<file path="src/wco_pkg.sv">
// Constants and types for the watchdog-clear and complement execution block
`default_nettype none

package wco_pkg;

    // ------------------------------------------------------------------
    // Widths
    // ------------------------------------------------------------------
    localparam int unsigned WORD_W = 16;
    localparam int unsigned DATA_W = 8;
    localparam int unsigned ADDR_W = 12;
    localparam int unsigned BANK_W = 4;

    // ------------------------------------------------------------------
    // Instruction encodings
    // ------------------------------------------------------------------
    localparam logic [15:0] CLEAR_WATCHDOG_WORD   = 16'h0004;
    localparam logic [5:0]  COMPLEMENT_PREFIX     = 6'h07;
    localparam int unsigned PREFIX_MSB            = 15;
    localparam int unsigned PREFIX_LSB            = 10;
    localparam int unsigned DEST_BIT              = 9;
    localparam int unsigned ACCESS_BIT            = 8;
    localparam int unsigned FILE_MSB              = 7;
    localparam int unsigned FILE_LSB              = 0;

    // ------------------------------------------------------------------
    // Operand addressing
    // ------------------------------------------------------------------
    localparam logic [7:0]  ACCESS_LOW_LIMIT      = 8'h5F;
    localparam logic [3:0]  ACCESS_LOW_BANK       = 4'h0;
    localparam logic [3:0]  ACCESS_HIGH_BANK      = 4'hF;

    // ------------------------------------------------------------------
    // Reset values and the zero-result constant
    // ------------------------------------------------------------------
    localparam logic [15:0] WORD_RESET            = 16'h0000;
    localparam logic [11:0] ADDR_RESET            = 12'h000;
    localparam logic [7:0]  DATA_RESET            = 8'h00;
    localparam logic [7:0]  RESULT_ZERO           = 8'h00;

    // ------------------------------------------------------------------
    // Types
    // ------------------------------------------------------------------
    typedef enum logic [2:0] {
        WCO_IDLE,
        WCO_DECODE,
        WCO_READ,
        WCO_PROCESS,
        WCO_WRITE
    } wco_phase_e;

    typedef enum logic [1:0] {
        WCO_OP_NONE,
        WCO_OP_CLEAR_WATCHDOG,
        WCO_OP_COMPLEMENT
    } wco_op_e;

endpackage : wco_pkg

`default_nettype wire

</file>
<file path="src/wco_exec.sv">
// Four-phase execution of the watchdog clear and register complement instructions
//
// Behaviour
// - Watchdog clear resets the watchdog counter and its postscaler to zero.
// - Watchdog clear sets timeout and power-down flags to one, nothing else.
// - Complement reads the addressed register and inverts all eight bits.
// - Destination bit 0 writes working register; 1 writes back to the register.
// - Access bit 0 uses access bank; 1 uses bank select register bank.
// - Access 0, extended set on, file address up to 5Fh: indexed literal offset.
`timescale 1ns/1ns
`default_nettype none

module wco_exec
    import wco_pkg::*;
(
    input  wire logic                         clock_i,
    input  wire logic                         rst_n_i,
    // Instruction hand-in
    input  wire logic                         instr_valid_i,
    input  wire logic [wco_pkg::WORD_W-1:0]   instr_word_i,
    output logic                              instr_ready_o,
    output logic                              instr_done_o,
    output logic                              instr_unknown_o,
    // Addressing context
    input  wire logic                         extended_set_en_i,
    input  wire logic [wco_pkg::BANK_W-1:0]   bank_select_register_i,
    input  wire logic [wco_pkg::ADDR_W-1:0]   index_base_i,
    // Data memory
    output logic [wco_pkg::ADDR_W-1:0]        mem_addr_o,
    output logic                              mem_rd_o,
    input  wire logic [wco_pkg::DATA_W-1:0]   mem_rdata_i,
    output logic                              mem_wr_o,
    output logic [wco_pkg::DATA_W-1:0]        mem_wdata_o,
    // Working register
    output logic                              w_wr_o,
    output logic [wco_pkg::DATA_W-1:0]        w_data_o,
    // Arithmetic status
    output logic                              status_wr_o,
    output logic                              negative_flag_o,
    output logic                              zero_flag_o,
    // Watchdog and reset-cause flags
    output logic                              watchdog_counter_clear_o,
    output logic                              watchdog_postscaler_clear_o,
    output logic                              timeout_flag_n_set_o,
    output logic                              powerdown_flag_n_set_o
);

    import wco_pkg::*;

    // ------------------------------------------------------------------
    // State
    // ------------------------------------------------------------------
    wco_phase_e              phase_r;
    wco_phase_e              phase_nxt;
    wco_op_e                 op_r;
    wco_op_e                 op_nxt;
    logic [WORD_W-1:0]       word_r;
    logic [WORD_W-1:0]       word_nxt;
    logic [ADDR_W-1:0]       addr_r;
    logic [ADDR_W-1:0]       addr_nxt;
    logic [DATA_W-1:0]       result_r;
    logic [DATA_W-1:0]       result_nxt;
    logic                    dest_file_r;
    logic                    dest_file_nxt;
    logic                    negative_r;
    logic                    negative_nxt;
    logic                    zero_r;
    logic                    zero_nxt;

    // ------------------------------------------------------------------
    // Decode helpers
    // ------------------------------------------------------------------
    logic [7:0]              file_addr;
    logic                    access_bit;
    logic                    is_clear_watchdog;
    logic                    is_complement;
    logic [ADDR_W-1:0]       operand_addr;

    always_comb begin
        // Indexed mode replaces only the low part of the access window
        file_addr         = word_r[FILE_MSB:FILE_LSB];
        access_bit        = word_r[ACCESS_BIT];
        is_clear_watchdog = (word_r == CLEAR_WATCHDOG_WORD);
        is_complement     = (word_r[PREFIX_MSB:PREFIX_LSB] == COMPLEMENT_PREFIX);
        if (access_bit) begin
            operand_addr = {bank_select_register_i, file_addr};
        end else if (extended_set_en_i && (file_addr <= ACCESS_LOW_LIMIT)) begin
            operand_addr = ADDR_W'(index_base_i + {4'h0, file_addr});
        end else if (file_addr <= ACCESS_LOW_LIMIT) begin
            operand_addr = {ACCESS_LOW_BANK, file_addr};
        end else begin
            operand_addr = {ACCESS_HIGH_BANK, file_addr};
        end
    end

    // ------------------------------------------------------------------
    // Next-state computation
    // ------------------------------------------------------------------
    always_comb begin
        phase_nxt     = phase_r;
        op_nxt        = op_r;
        word_nxt      = word_r;
        addr_nxt      = addr_r;
        result_nxt    = result_r;
        dest_file_nxt = dest_file_r;
        negative_nxt  = negative_r;
        zero_nxt      = zero_r;
        unique case (phase_r)
            WCO_IDLE: begin
                // Word latched so the source may change it after the take
                if (instr_valid_i) begin
                    word_nxt  = instr_word_i;
                    phase_nxt = WCO_DECODE;
                end
            end
            WCO_DECODE: begin
                // Unknown words run the full slot as a no-op
                if (is_clear_watchdog) begin
                    op_nxt = WCO_OP_CLEAR_WATCHDOG;
                end else if (is_complement) begin
                    op_nxt = WCO_OP_COMPLEMENT;
                end else begin
                    op_nxt = WCO_OP_NONE;
                end
                addr_nxt      = operand_addr;
                dest_file_nxt = word_r[DEST_BIT];
                phase_nxt     = WCO_READ;
            end
            WCO_READ: begin
                // Read data is sampled only at the end of this phase
                if (op_r == WCO_OP_COMPLEMENT) begin
                    result_nxt = ~mem_rdata_i;
                end
                phase_nxt = WCO_PROCESS;
            end
            WCO_PROCESS: begin
                // Flags from the registered result, visible in the write phase
                if (op_r == WCO_OP_COMPLEMENT) begin
                    negative_nxt = result_r[DATA_W-1];
                    zero_nxt     = (result_r == RESULT_ZERO);
                end
                phase_nxt = WCO_WRITE;
            end
            WCO_WRITE: begin
                phase_nxt = WCO_IDLE;
            end
        endcase
    end

    // ------------------------------------------------------------------
    // Registers
    // ------------------------------------------------------------------
    always_ff @(posedge clock_i or negedge rst_n_i) begin
        if (!rst_n_i) begin
            phase_r     <= WCO_IDLE;
            op_r        <= WCO_OP_NONE;
            word_r      <= WORD_RESET;
            addr_r      <= ADDR_RESET;
            result_r    <= DATA_RESET;
            dest_file_r <= 1'b0;
            negative_r  <= 1'b0;
            zero_r      <= 1'b0;
        end else begin
            phase_r     <= phase_nxt;
            op_r        <= op_nxt;
            word_r      <= word_nxt;
            addr_r      <= addr_nxt;
            result_r    <= result_nxt;
            dest_file_r <= dest_file_nxt;
            negative_r  <= negative_nxt;
            zero_r      <= zero_nxt;
        end
    end

    // ------------------------------------------------------------------
    // Phase strobes
    // ------------------------------------------------------------------
    logic                    comp_op;
    logic                    clear_op;
    logic                    in_read;
    logic                    in_process;
    logic                    in_write;

    // Decoded once so every pulse is tied to its own phase
    always_comb begin
        comp_op    = (op_r == WCO_OP_COMPLEMENT);
        clear_op   = (op_r == WCO_OP_CLEAR_WATCHDOG);
        in_read    = (phase_r == WCO_READ);
        in_process = (phase_r == WCO_PROCESS);
        in_write   = (phase_r == WCO_WRITE);
    end

    // ------------------------------------------------------------------
    // Outputs
    // ------------------------------------------------------------------
    // Ready only in idle; words offered while busy are ignored
    assign instr_ready_o   = (phase_r == WCO_IDLE);
    assign instr_done_o    = in_write;
    assign instr_unknown_o = in_write && (op_r == WCO_OP_NONE);

    assign mem_addr_o      = addr_r;
    assign mem_rd_o        = in_read && comp_op;
    assign mem_wdata_o     = result_r;
    // Write strobes are exclusive on the destination bit
    assign mem_wr_o        = in_write && comp_op && dest_file_r;
    assign w_data_o        = result_r;
    assign w_wr_o          = in_write && comp_op && !dest_file_r;

    // Status update belongs to complement only
    assign status_wr_o     = in_write && comp_op;
    assign negative_flag_o = negative_r;
    assign zero_flag_o     = zero_r;

    // Watchdog clear acts in the process phase only
    assign watchdog_counter_clear_o    = in_process && clear_op;
    assign watchdog_postscaler_clear_o = in_process && clear_op;
    assign timeout_flag_n_set_o        = in_process && clear_op;
    assign powerdown_flag_n_set_o      = in_process && clear_op;

endmodule : wco_exec

`default_nettype wire

</file>
<file path="config.mk">
export PLATFORM = sky130hd
export DESIGN_NAME = wco_exec
export DESIGN_NICKNAME = d
export VERILOG_FILES = /design/src/wco_pkg.sv /design/src/wco_exec.sv
export SDC_FILE = /design/constraint.sdc
export NUM_CORES = 1
export LEC_CHECK = 0
export BUFFER_PORTS_ARGS = -buffer_cell sky130_fd_sc_hd__buf_2
export CAP_MARGIN = 0
export CORE_MARGIN = 4
export CORE_UTILIZATION = 40
export DETAILED_ROUTE_END_ITERATION = 12
export PLACE_DENSITY = 0.76
export SETUP_SLACK_MARGIN = 0.3
export SKIP_LAST_GASP = 1
export SYNTH_ARGS = -nofsm -noshare
export SYNTH_HDL_FRONTEND = slang
export SYNTH_SLANG_ARGS = --single-unit
</file>
<file path="constraint.sdc">
create_clock -name clock_i -period 1.9 [get_ports clock_i]
set_input_delay 0.19 -clock clock_i [delete_from_list [all_inputs] [get_ports clock_i]]
set_output_delay 0.19 -clock clock_i [all_outputs]
set_load 0.01 [all_outputs]
</file>
==> results.txt, run 1 <==
* Status: finished with violations
- The final reports fail on setup timing.
- Antenna violations before repair: 0
- Path type of the worst setup path: register to register
* Fraction of layout instances using a drive strength above 1: between 50% and 60%
* Number of design rule violations left after detail routing: 0
- Gate count after technology mapping: around 250
- Kind of capture point of the worst setup path: register
- The worst setup path is launched from a register.
- Net switching is approximately 41% of the power.
* RSZ-0062 raised after global routing: yes
- The endpoint identified for the worst register-to-register timing path is mem_addr_o[8].
- Setup total negative slack on the finished layout was measured at -0.00673 ns.
* X dimension of the die: approximately 86 µm
- Gr busiest metal: met2
* Largest net degree at the start of global routing: 45
* Worst slew margin: 63.6%
- Final core area utilization: 55.2%
* Routability cong.: about 0.86
- During synthesis, Yosys emitted a total of 0 warnings.
* Number of register bits inferred by synthesis: 44
- # port buffers: 84
- The final critical path takes up 100% of the cycle.
- Area occupied by multi-input gates: about 0.0012 mm²
* CTS tree: done
- The worst register-to-register path has a setup slack of -0.007 ns.
- The via count of the first global-routing pass was around 2100.
* Drt via density: 4.93
* Worst hold slack: 0.0459 ns
* Async S/R FF share, synth: 100%
- Startpoint of the worst-slack reg-to-reg timing path: word_r[0]
* Wire length per cell: approximately 14 µm
* Post-placement cell area: about 0.0029 mm²
- The synthesized design contains 0 enable-type register cells.
- Met1 global-route usage: ~22%
* Total number of H-tree levels: 2
- Clk buf depth: 2
- Root buffer cell: sky130_fd_sc_hd__clkbuf_8
* Most used DFF post-synth: sky130_fd_sc_hd__dfrtp_1
- Required @ worst endpoint: 2.09 ns
- Clock skew on the completed layout was measured at roughly 0.0064 ns.
- Clock tree synthesis inserted a total of 5 buffers.
* Global Route Usage Sum: ~17%
* Starting density of the core: roughly 41%
- The first global-routing pass estimated between 9 and 10 mm of wire.
* Clk slew on worst S/H paths: ~0.080 ns
- The worst hold path terminates at mem_wdata_o[5].
* Clk network pwr share: 14.2%
* Die H: about 86 µm
- Along the worst path, the maximum fanout reaches 3.
* Total wirelength of the detailed-routed design: about 6.2 mm
- PnR worst setup slack: -0.00673 ns
* Synthesized net count: 305
- Based on the critical path, the design can be clocked at up to approximately 520 MHz.
- Number of different library cells in the post-synthesis netlist: 41
* Filler instances: ~540
- In this run, flip-flops and latches consume 33.1% of the power.
- The routed layout has ~2100 vias.
- Clock network latency to the later pin of the worst-skew pair: around 0.31 ns
- Global routing consumed, on the met3 layer, between 4 and 5% of the routing resources.
- Core region area: 0.00592 mm²
- At the pin with the least slew margin, the transition time is between 0.5 and 0.6 ns.
- The tool flagged a number of max-cap violations equal to 0.
- Die Footprint: 0.00744 mm²
- Start point of the worst min-delay path: mem_rdata_i[5]
- Power spread over the standard cell area amounts to 1640 mW/mm².
- Power, Total: 5350 µW
- Count of final setup violators: 1
* Worst voltage drop across the vdd grid: 0.640 mV
- Global-route met2 utilization: between 20% and 30%
* Antenna viol nets, final: 0
* Number of stages on the worst hold path: 2
- The worst hold path belongs to the class input pin to register.
* Number of iterations in the first detailed-routing pass: 4
- The sequential cells in the finished layout cover a total of 0.00111 mm².
- In this run the power spent charging and discharging nets is between 2000 and 2500 µW.
* Number of sinks on the clock net: 44
* Logic depth of the worst register-to-register path: 9
- Portion of the post-synthesis area used by sequential elements: between 40% and 50%
- The max-slew violation total from the final report came to 0.
- Combinational group share of total power: a little over half
- Leakage power: around 0.0016 µW
- Ant diodes: 0
- The initialized floorplan defines 28 standard-cell rows.
* Int Pwr: between 3000 and 4000 µW
* Minimum period implied by the final worst setup slack: around 1.9 ns
- Global route overflow: 0
- The number of failing hold endpoints at the final stage is 0.
- In this run the cell area of the synthesized design comes to around 0.0024 mm².
- For this block, the initial DRC count from the detailed router was 74.
- Num ports: 85
- Detailed placement ended at an HPWL of about 4.6 mm.
- Post-layout nets: roughly 400
- Layout Area Growth over Synthesis: 33.5%
* Design area: ~0.0033 mm²
* CP arrival: approximately 2.1 ns
- Avg Synthesized Cell Area: ~10 µm²
layout by cell type (no fill, tap or decap), types with 5 or more instances in the layout:
cell | Yosys | final
sky130_fd_sc_hd__buf_6 | 1 | 5
sky130_fd_sc_hd__nor3_1 | 11 | 8
sky130_fd_sc_hd__o21ai_2 | 8 | 10
sky130_fd_sc_hd__o21ai_1 | 4 | 5
sky130_fd_sc_hd__nor2b_1 | 6 | 5
sky130_fd_sc_hd__buf_2 | 3 | 82
sky130_fd_sc_hd__nor2_1 | 17 | 15
sky130_fd_sc_hd__a21oi_1 | 17 | 14
sky130_fd_sc_hd__o21ai_0 | 9 | 6
sky130_fd_sc_hd__buf_4 | 12 | 25
sky130_fd_sc_hd__ha_1 | 8 | 7
sky130_fd_sc_hd__clkbuf_8 | 0 | 6
sky130_fd_sc_hd__nand2_1 | 31 | 30
sky130_fd_sc_hd__mux2_2 | 16 | 16
sky130_fd_sc_hd__a31oi_1 | 6 | 6
sky130_fd_sc_hd__inv_1 | 9 | 6
sky130_fd_sc_hd__dfrtp_1 | 44 | 40
sequential cells by signal, indices dropped and copies added (netlist names):
name             count
word_r              16
mem_addr_o          12
mem_wdata_o          8
phase_r              3
op_r                 2
dest_file_r          1
negative_flag_o      1
zero_flag_o          1
power groups by stage:
stage               Combinational, µW  Clock (µW)  Sequential (µW)
floorplan                        1680           0             1800
global placement                 2470           0             1760
detailed placement               2510           0             1790
CTS                              2640         781             1760
global route                     3110         815             1850
finish                           2820         757             1770
layer usage:
metal  up-vias  wire [µm]
met1       973       2710
met2        54       2970
met4         0        108
met5         -          0
li1       1058          -
met3        10        366
how the worst max path moves through the flow:
stage | from | end | slack (ns) | cells past startpoint
2_1_floorplan | word_r[0] | mem_addr_o[10] | 0.08 | 9
3_3_place_gp | word_r[0] | mem_addr_o[10] | 0.04 | 9
3_5_place_dp | word_r[0] | mem_addr_o[10] | -0.02 | 9
4_1_cts | word_r[0] | mem_addr_o[10] | 0.007 | 9
5_1_grt | word_r[0] | mem_addr_o[8] | -0.12 | 9
6_report | word_r[0] | mem_addr_o[8] | -0.007 | 9
stage by stage:
stage,worst slack (ns),std cells
after floorplan,0.0780,252
after global placement,0.0410,402
after detailed placement,-0.0188,402
after CTS,0.00731,418
after global routing,-0.119,425
final,-0.00673,425
repair_timing:
item                                    4_1_cts  5_1_grt
pin swaps                                    13        6
resized for setup                             8       23
endpoints found under the setup margin       18       28
setup buffers                                 7        7
endpoints found under the hold margin        44        0
hold buffers                                  1        0
worst max-delay path: stages, from the launching register on:
cell and delay, ns:
sky130_fd_sc_hd__dfrtp_1 0.36, sky130_fd_sc_hd__ha_2 0.19, sky130_fd_sc_hd__inv_2 0.04, sky130_fd_sc_hd__fa_2 0.34, sky130_fd_sc_hd__and2b_2 0.24, sky130_fd_sc_hd__o21ai_2 0.06
sky130_fd_sc_hd__o21ai_2 0.21, sky130_fd_sc_hd__a31oi_1 0.14, sky130_fd_sc_hd__xnor2_1 0.15, sky130_fd_sc_hd__o21ai_1 0.07
synthesized netlist by cell type (all sizes together), types with 3 or more instances:
| cell | n | area, µm² |
|---|---|---|
| nand3 | 4 | 20.0 |
| a21o | 4 | 30.0 |
| and2 | 3 | 18.8 |
| nor2b | 6 | 37.5 |
| nor2 | 17 | 63.8 |
| nand4 | 3 | 18.8 |
| mux2 | 16 | 180 |
| clkbuf | 6 | 25.0 |
| dfrtp | 44 | 1100 |
| buf | 17 | 136 |
| nor3 | 11 | 55.1 |
| a31oi | 6 | 37.5 |
| xnor2 | 4 | 35.0 |
| inv | 9 | 33.8 |
| nand2 | 33 | 129 |
| a21oi | 17 | 85.1 |
| ha | 8 | 100 |
| o21ai | 21 | 135 |
| nor4 | 3 | 18.8 |
| xor2 | 4 | 35.0 |
cells by family (layout without fill, tap and decap cells):
| group | Yosys count | after routing | share of synthesized area [%] |
|---|---|---|---|
| adder cells (fa/ha/maj) | 9 | 9 | 4.91 |
| multiplexers | 17 | 17 | 7.77 |
| AND/OR/NAND/NOR | 90 | 90 | 18.3 |
| buffers and inverters | 32 | 130 | 7.97 |
| XOR/XNOR | 8 | 8 | 2.86 |
| flip-flops | 44 | 44 | 45.0 |
| AO/OA/AOI/OAI | 52 | 52 | 13.2 |
final cells by class:
type / count / share of cell area, %
Timing Repair Buffer: 113 / 20.3
Inverter: 9 / 1.03
Multi-Input combinational cell: 176 / 38.2
Tap cell: 75 / 2.87
Sequential cell: 44 / 33.8
Clock inverter: 2 / 1.19
Clock buffer: 6 / 2.53
No activity file was read; power rests on OpenSTA's default activity.
==> run 2, diff against run 1 <==
Settings changed: CORE_MARGIN 4 to 1.
==> run 2 against run 1 <==
  * The flow now finishes without violations
  * Cell area down 2.0%
  * Non-clock buffer count down 5
  * Register-to-register slack about the same
  * Via count up 1.6%
  * Critical path depth unchanged
  * Die area down 13%
==> results.txt, run 2 (same netlist as run 1, synthesis figures left out) <==
- The flow ran to the end, and the final reports show no timing, DRC or antenna violations.
* Metal2 WL: between 2 and 3 mm
- Most used cell, CP: sky130_fd_sc_hd__o21ai_2
- Hold is met by ~0.048 ns.
- Combinational cells account for around 50% of the total power.
- For this design the ratio of total power to cell area is around 1600 mW/mm².
* Sw power: approximately 2100 µW
- Kind of capture point of the worst setup path: register
- Root buffer cell: sky130_fd_sc_hd__clkbuf_8
- The tree built by TritonCTS fans out to 44 sinks.
* Layout Area Growth over Synthesis: 30.9%
- Setup repair after global routing could not meet its margin everywhere.
* CTS tree: done
* Area occupied by multi-input gates: around 0.0012 mm²
* Clk network pwr share: approximately 14%
- Startpoint kind of the worst setup timing path: register
- Slowest stage delay, CP: 0.36 ns
* Int Pwr: around 3000 µW
* Total wirelength of the detailed-routed design: 5.69 mm
- Number of design rule violations left after detail routing: 0
* DR top layer: met4
- The number of antenna violations at the first check in global routing was 0.
* Starting density of the core: 41.4%
* Critical path buffer and inverter count: 1
* Crit path max fanout: 3
- Clock network latency to the later pin of the worst-skew pair: slightly above 0.3 ns
- Sw frac: between 40% and 50%
- Die H: between 80 and 90 µm
- Detailed placement ended at an HPWL of ~4.2 mm.
- Worst voltage drop across the vdd grid: 0.672 mV
- Filler instances: around 550
- Counting I/O delays and the setup requirement, the final critical path takes about 1.9 ns.
- The repair_antennas step left the layout with diodes totalling 0.
* Core region area: 0.00592 mm²
- Flip-flop count of the largest register after layout: 16
- The critical path goes through ha_2 -> inv_2 -> fa_2 -> and2b_1 -> o21ai_2 -> o21ai_2 -> o2111ai_2 -> xor2_1 -> o21ai_1.
- The first detailed-routing pass took 5 iterations.
- STA puts the critical path data required time at between 2 and 2.5 ns.
* Post-layout nets: around 400
- For the final database, setup skew stands at 0.00740 ns.
- The count of nets left with antenna violations once routing finished came out at 0.
- Based on the critical path, the design can be clocked at up to between 500 and 600 MHz.
* Global Route Usage Sum: 18.5%
- word_r holds more flip-flops than any other register.
- Leakage power: between 0.0015 and 0.002 µW
- Clk slew on worst S/H paths: ~0.090 ns
* Vias after detailed routing: around 2100
* Number of clock buffers inserted by TritonCTS: 5
- The max-slew violation total from the final report is 0.
- Leaving out fill and tap cells, the most frequent cell in the layout is sky130_fd_sc_hd__buf_2.
* Cell Rows: 28
- Summing internal, switching and leakage power gives 5220 µW.
- Setup tns final: 0 ns
* Num ports: 85
- Cell at the slowest stage of the critical path: sky130_fd_sc_hd__dfrtp_1
- The clock tree synthesis step divided the H-tree into 2 levels.
- Worst slew margin: a little under three fifths
- The number of failing hold endpoints at the final stage came to 0.
- Met3 WL post-DR: 365 µm
* Wire length per cell: roughly 14 µm
- Of the cells placed in the final design, the portion with a size suffix greater than 1 is about 50%.
* Period utilization: about 100%
* Dominant delay contributor by cell family on the critical path: compound AO/OA/AOI/OAI gates
- The first routing iteration left between 100 and 150 violations.
- Path type of the worst setup path: register to register
- Routability cong.: slightly below 0.9
* Worst Hold Class: input pin to register
- STA puts the critical path data arrival time at 2.14 ns.
- Setup violations remaining at the end of the flow were counted as 0.
- Clk buf depth: 2
- Relative contribution of sequential cells to total power: a little over a third
- The tool flagged a number of max-cap violations equal to 0.
- At the pin with the least slew margin, the transition time is 0.665 ns.
- Final standard cell count with taps included and fillers excluded: 420
- Counting tap cells, the placed design contains a total of approximately 400 instances.
- Buffers placed on the I/O ports in this run total 84.
- Number of global-route vias before repair: around 2000
- After detailed routing, the wire length on met1 is around 2.5 mm.
- Die Footprint: around 0.0064 mm²
- Entering global routing, the biggest net connects 31 pins.
* First-pass GRT wire length: about 9.0 mm
* Most frequent cells in the layout: 83 x sky130_fd_sc_hd__buf_2, 37 x sky130_fd_sc_hd__dfrtp_1, 30 x sky130_fd_sc_hd__nand2_1
- Final core area utilization: between 50 and 60%
- After global routing the overflow that remains totals 0.
- Drt via density: 5.07
- Summing all flip-flop and latch instances after layout gives roughly 0.0011 mm².
- X dimension of the die: around 80 µm
## run 2: metrics by stage
| step | cell area, µm² | setup WS [ns] |
|---|---|---|
| after floorplan | 2470 | 0.0780 |
| after global placement | 2900 | 0.0423 |
| after detailed placement | 2900 | -0.0549 |
| after CTS | 3110 | -0.0156 |
| after global routing | 3200 | -0.0573 |
| final | 3200 | 0.00224 |
## run 2: worst paths after layout
path                                        to  slack (ns)  depth (start not counted)      startpoint
worst max-delay path            mem_addr_o[10]       0.002                          9       word_r[0]
worst min-delay path            mem_wdata_o[4]        0.05                          2  mem_rdata_i[4]
worst max register to register  mem_addr_o[10]       0.002                          9       word_r[0]
worst min register to register   mem_addr_o[1]        0.50                          2   mem_addr_o[1]
max in group asynchronous            word_r[8]        0.87                          3         rst_n_i
min in group asynchronous        mem_addr_o[2]        0.44                          2         rst_n_i
## run 2: layer usage
layer | global-route usage, % | up-vias
li1 | - | 1044
met3 | 3.86 | 8
met5 | 0 | -
met4 | 5.89 | 0
met2 | 30.3 | 80
met1 | 24.2 | 996
## run 2: final cells by class
type,count,share of cell area [%]
Timing Repair Buffer,108,19.0
Clock inverter,3,1.44
Multi-Input combinational cell,176,38.8
Tap cell,75,2.93
Clock buffer,5,2.15
Inverter,9,1.05
Sequential cell,44,34.6
## run 2: worst register-to-register path, delay by kind of cell, from the launching register on
kind	cells	cell delay [ns]
AOI/OAI and AO/OA	4	0.56
xor gates and xnor gates	1	0.16
adders and majority gates	2	0.50
buffers and inverters	1	0.04
DFF	1	0.36
and+or+nand+nor	1	0.23
## run 2: power groups by stage
| stage | Sequential [µW] | Combinational (µW) | Clock [µW] |
|---|---|---|---|
| 5_1_grt | 1880 | 2950 | 797 |
| 2_1_floorplan | 1800 | 1680 | 0 |
| 6_report | 1810 | 2670 | 746 |
| 3_3_place_gp | 1780 | 2350 | 0 |
| 3_5_place_dp | 1810 | 2400 | 0 |
| 4_1_cts | 1790 | 2530 | 767 |
## run 2: what timing repair did
item | CTS | global route
buffers inserted | 7 | 5
pin swaps | 12 | 8
endpoints found under the hold margin | 28 | 0
endpoints found under the setup margin | 17 | 20
hold buffers | 1 | 0
gates resized for setup | 10 | 15
==> run 3, diff against run 2 <==
Settings changed: CTS_BUF_LIST set to sky130_fd_sc_hd__clkbuf_16.
==> run 3 against run 2 <==
  * Hold slack gained 0.027 ns
  * Critical path type unchanged
  * Setup slack gained 0.0013 ns
  * Sequential power is essentially flat
==> results.txt, run 3 (same netlist as run 1, synthesis figures left out) <==
- The critical path is of the register to register type.
- Filler instances: roughly 540
* Sw power: roughly 2200 µW
* Worst Hold Class: input pin to register
- For the pin with the worst max-slew slack, the measured transition is approximately 0.66 ns.
- Antenna viol nets, final: 0
* Clk slew on worst S/H paths: ~0.070 ns
* # port buffers: 84
- Leakage power: ~0.0016 µW
- The tree is rooted in a sky130_fd_sc_hd__clkbuf_16.
- Global Route Usage Sum: 18.8%
- Worst slew margin: 55.8%
* Setup tns final: 0 ns
* Setup Skew: 0.00704 ns
- After detailed routing, the number of vias per cell comes to approximately 5.
- Number of stages on the worst hold path: 2
- The core region is around 0.0059 mm².
- CP arrival: ~2.1 ns
- Flip-flop count of the largest register after layout: 16
- The number of antenna violations at the first check in global routing is 0.
* Number of clock buffers inserted by TritonCTS: 5
- Total number of H-tree levels: 2
- Footprint of the flip-flops and latches: 0.00111 mm²
- The congestion estimate from routability-driven global placement came to just under 0.9.
- Layout Area Growth over Synthesis: 35.9%
- Number of sinks on the clock net: 44
- Post-layout nets: 400
* Required @ worst endpoint: 2.11 ns
- The finished cells cover approximately 0.0033 mm².
- The worst register-to-register path ends at mem_addr_o[10].
- Startpoint of the worst-slack reg-to-reg timing path: word_r[0]
* Number of iterations in the first detailed-routing pass: 5
- Dividing the detail-routed wire length by the instance count gives roughly 14 µm.
* Largest net degree at the start of global routing: 31
- Period utilization: between 90% and 100%
* Most frequent cells in the layout: 83 x sky130_fd_sc_hd__buf_2, 37 x sky130_fd_sc_hd__dfrtp_1, 30 x sky130_fd_sc_hd__nand2_1
- Vias after detailed routing: between 2000 and 2500
* Detailed Place HPWL: 4.22 mm
* Minimum period implied by the final worst setup slack: about 1.9 ns
- Based on the critical path, the design can be clocked at up to between 500 and 600 MHz.
- The via count of the first global-routing pass is 1998.
- The share of total power dissipated in sequential elements is 32.8%.
- Cell Rows: 28
* X dimension of the die: ~80 µm
- MaxCap Viol Count: 0
- Clock network latency to the later pin of the worst-skew pair: between 0.2 and 0.3 ns
- Area occupied by multi-input gates: around 0.0013 mm²
- Clk buf depth: 2
* Clk network pwr share: between 10% and 20%
- Of the total power, combinational logic draws between 40% and 50%.
* Worst voltage drop across the vdd grid: about 0.8 mV
* Starting density of the core: 41.4%
- Num ports: 85
* Minimum setup slack among reg-to-reg paths: between 0.003 and 0.004 ns
- Cells with a size suffix above 1 make up 51.1% of the layout.
* Fin. Hold Viols: 0
* First-pass GRT wire length: 9.23 mm
- The floorplan step defined a die boundary enclosing approximately 0.0064 mm².
- TritonCTS built the clock tree.
- Status: finished, final reports clean
- Most frequent standard cell in the layout excluding fill and tap cells: sky130_fd_sc_hd__buf_2
- Crit path max fanout: 3
- Count of final setup violators: 0
- Sw frac: 39.6%
* Global route overflow: 0
- Ant diodes: 0
* Startpoint kind of the worst setup timing path: register
* Die H: 80.2 µm
- Summing all placed instances gives a cell area of between 0.002 and 0.003 mm².
* Endpoint of the worst hold-timing path: mem_wdata_o[4]
* Largest register by flop count: word_r
- Kind of capture point of the worst setup path: register
- The worst hold path begins at mem_rdata_i[4].
- In the routed design, unresolved DRC markers number 0.
- For this block, the routed nets add up to around 5.9 mm of wire.
- Dividing total power by cell area gives a power density of about 1700 mW/mm².
* Logic depth of the worst register-to-register path: 9
- RSZ-0062 raised after global routing: yes
* DRC marker count from the first detailed-route iteration: 103
- The max-slew violation total from the final report is 0.
- Int Pwr: 3400 µW
[run 3: final cells by class]
cell class	count	area share (%)
clock inverter	3	1.39
tap	75	2.82
sequential	44	33.4
multi-input combinational	176	38.5
timing repair buffer	111	19.1
clock buffer	5	3.76
inverter	9	1.02
[run 3: power by group through the flow]
stage                     clock network [µW]  registers, µW  logic, µW
after floorplan                            0           1800       1680
after CTS                               1020           1820       2570
after global placement                     0           1780       2350
after global routing                    1050           1920       3060
after detailed placement                   0           1810       2400
final                                    994           1840       2790
[run 3: worst max path at each step]
stage / startpoint / endpoint / slack [ns] / depth (start not counted)
after floorplan: word_r[0] / mem_addr_o[10] / 0.08 / 9
after global placement: word_r[0] / mem_addr_o[10] / 0.04 / 9
after detailed placement: word_r[0] / mem_addr_o[10] / -0.05 / 9
after CTS: word_r[0] / mem_addr_o[10] / -0.01 / 9
after global routing: word_r[0] / mem_addr_o[10] / -0.06 / 9
final: word_r[0] / mem_addr_o[10] / 0.004 / 9
[run 3: timing repair]
item | 4_1_cts | 5_1_grt
gates resized for setup | 12 | 20
endpoints found under the setup margin | 17 | 37
pin swaps | 16 | 7
hold endpoints to repair | 28 | 0
hold buffers | 1 | 0
setup buffers | 7 | 8
[run 3: critical path, stage by stage (launching register included)]
cell and delay [ns]:
sky130_fd_sc_hd__dfrtp_1 0.35, sky130_fd_sc_hd__ha_2 0.18, sky130_fd_sc_hd__inv_2 0.04, sky130_fd_sc_hd__fa_2 0.32
sky130_fd_sc_hd__and2b_1 0.23, sky130_fd_sc_hd__o21ai_2 0.07, sky130_fd_sc_hd__o21ai_2 0.22, sky130_fd_sc_hd__o2111ai_2 0.14
sky130_fd_sc_hd__xor2_1 0.16, sky130_fd_sc_hd__o21ai_1 0.12
[run 3: metal layers]
metal / GRT usage, % / up-vias / part of all wire (%)
met5: 0 / - / 0
met4: 5.89 / 0 / 1.5
met3: 3.86 / 10 / 6.7
met2: 31.4 / 88 / 49
met1: 24.3 / 1018 / 43
li1: - / 1051 / -
[run 3: through the flow]
step	total power [µW]	setup WS, ns	utilization, %	cells	hold slack, ns
final	5630	0.00351	56.2	423	0.0750
after floorplan	3480	0.0780	-	252	-0.106
after CTS	5400	-0.0141	54.1	415	0.0686
after detailed placement	4210	-0.0549	49.0	399	0.251
after global placement	4140	0.0423	49.0	399	0.248
after global routing	6030	-0.0572	56.2	423	0.0664
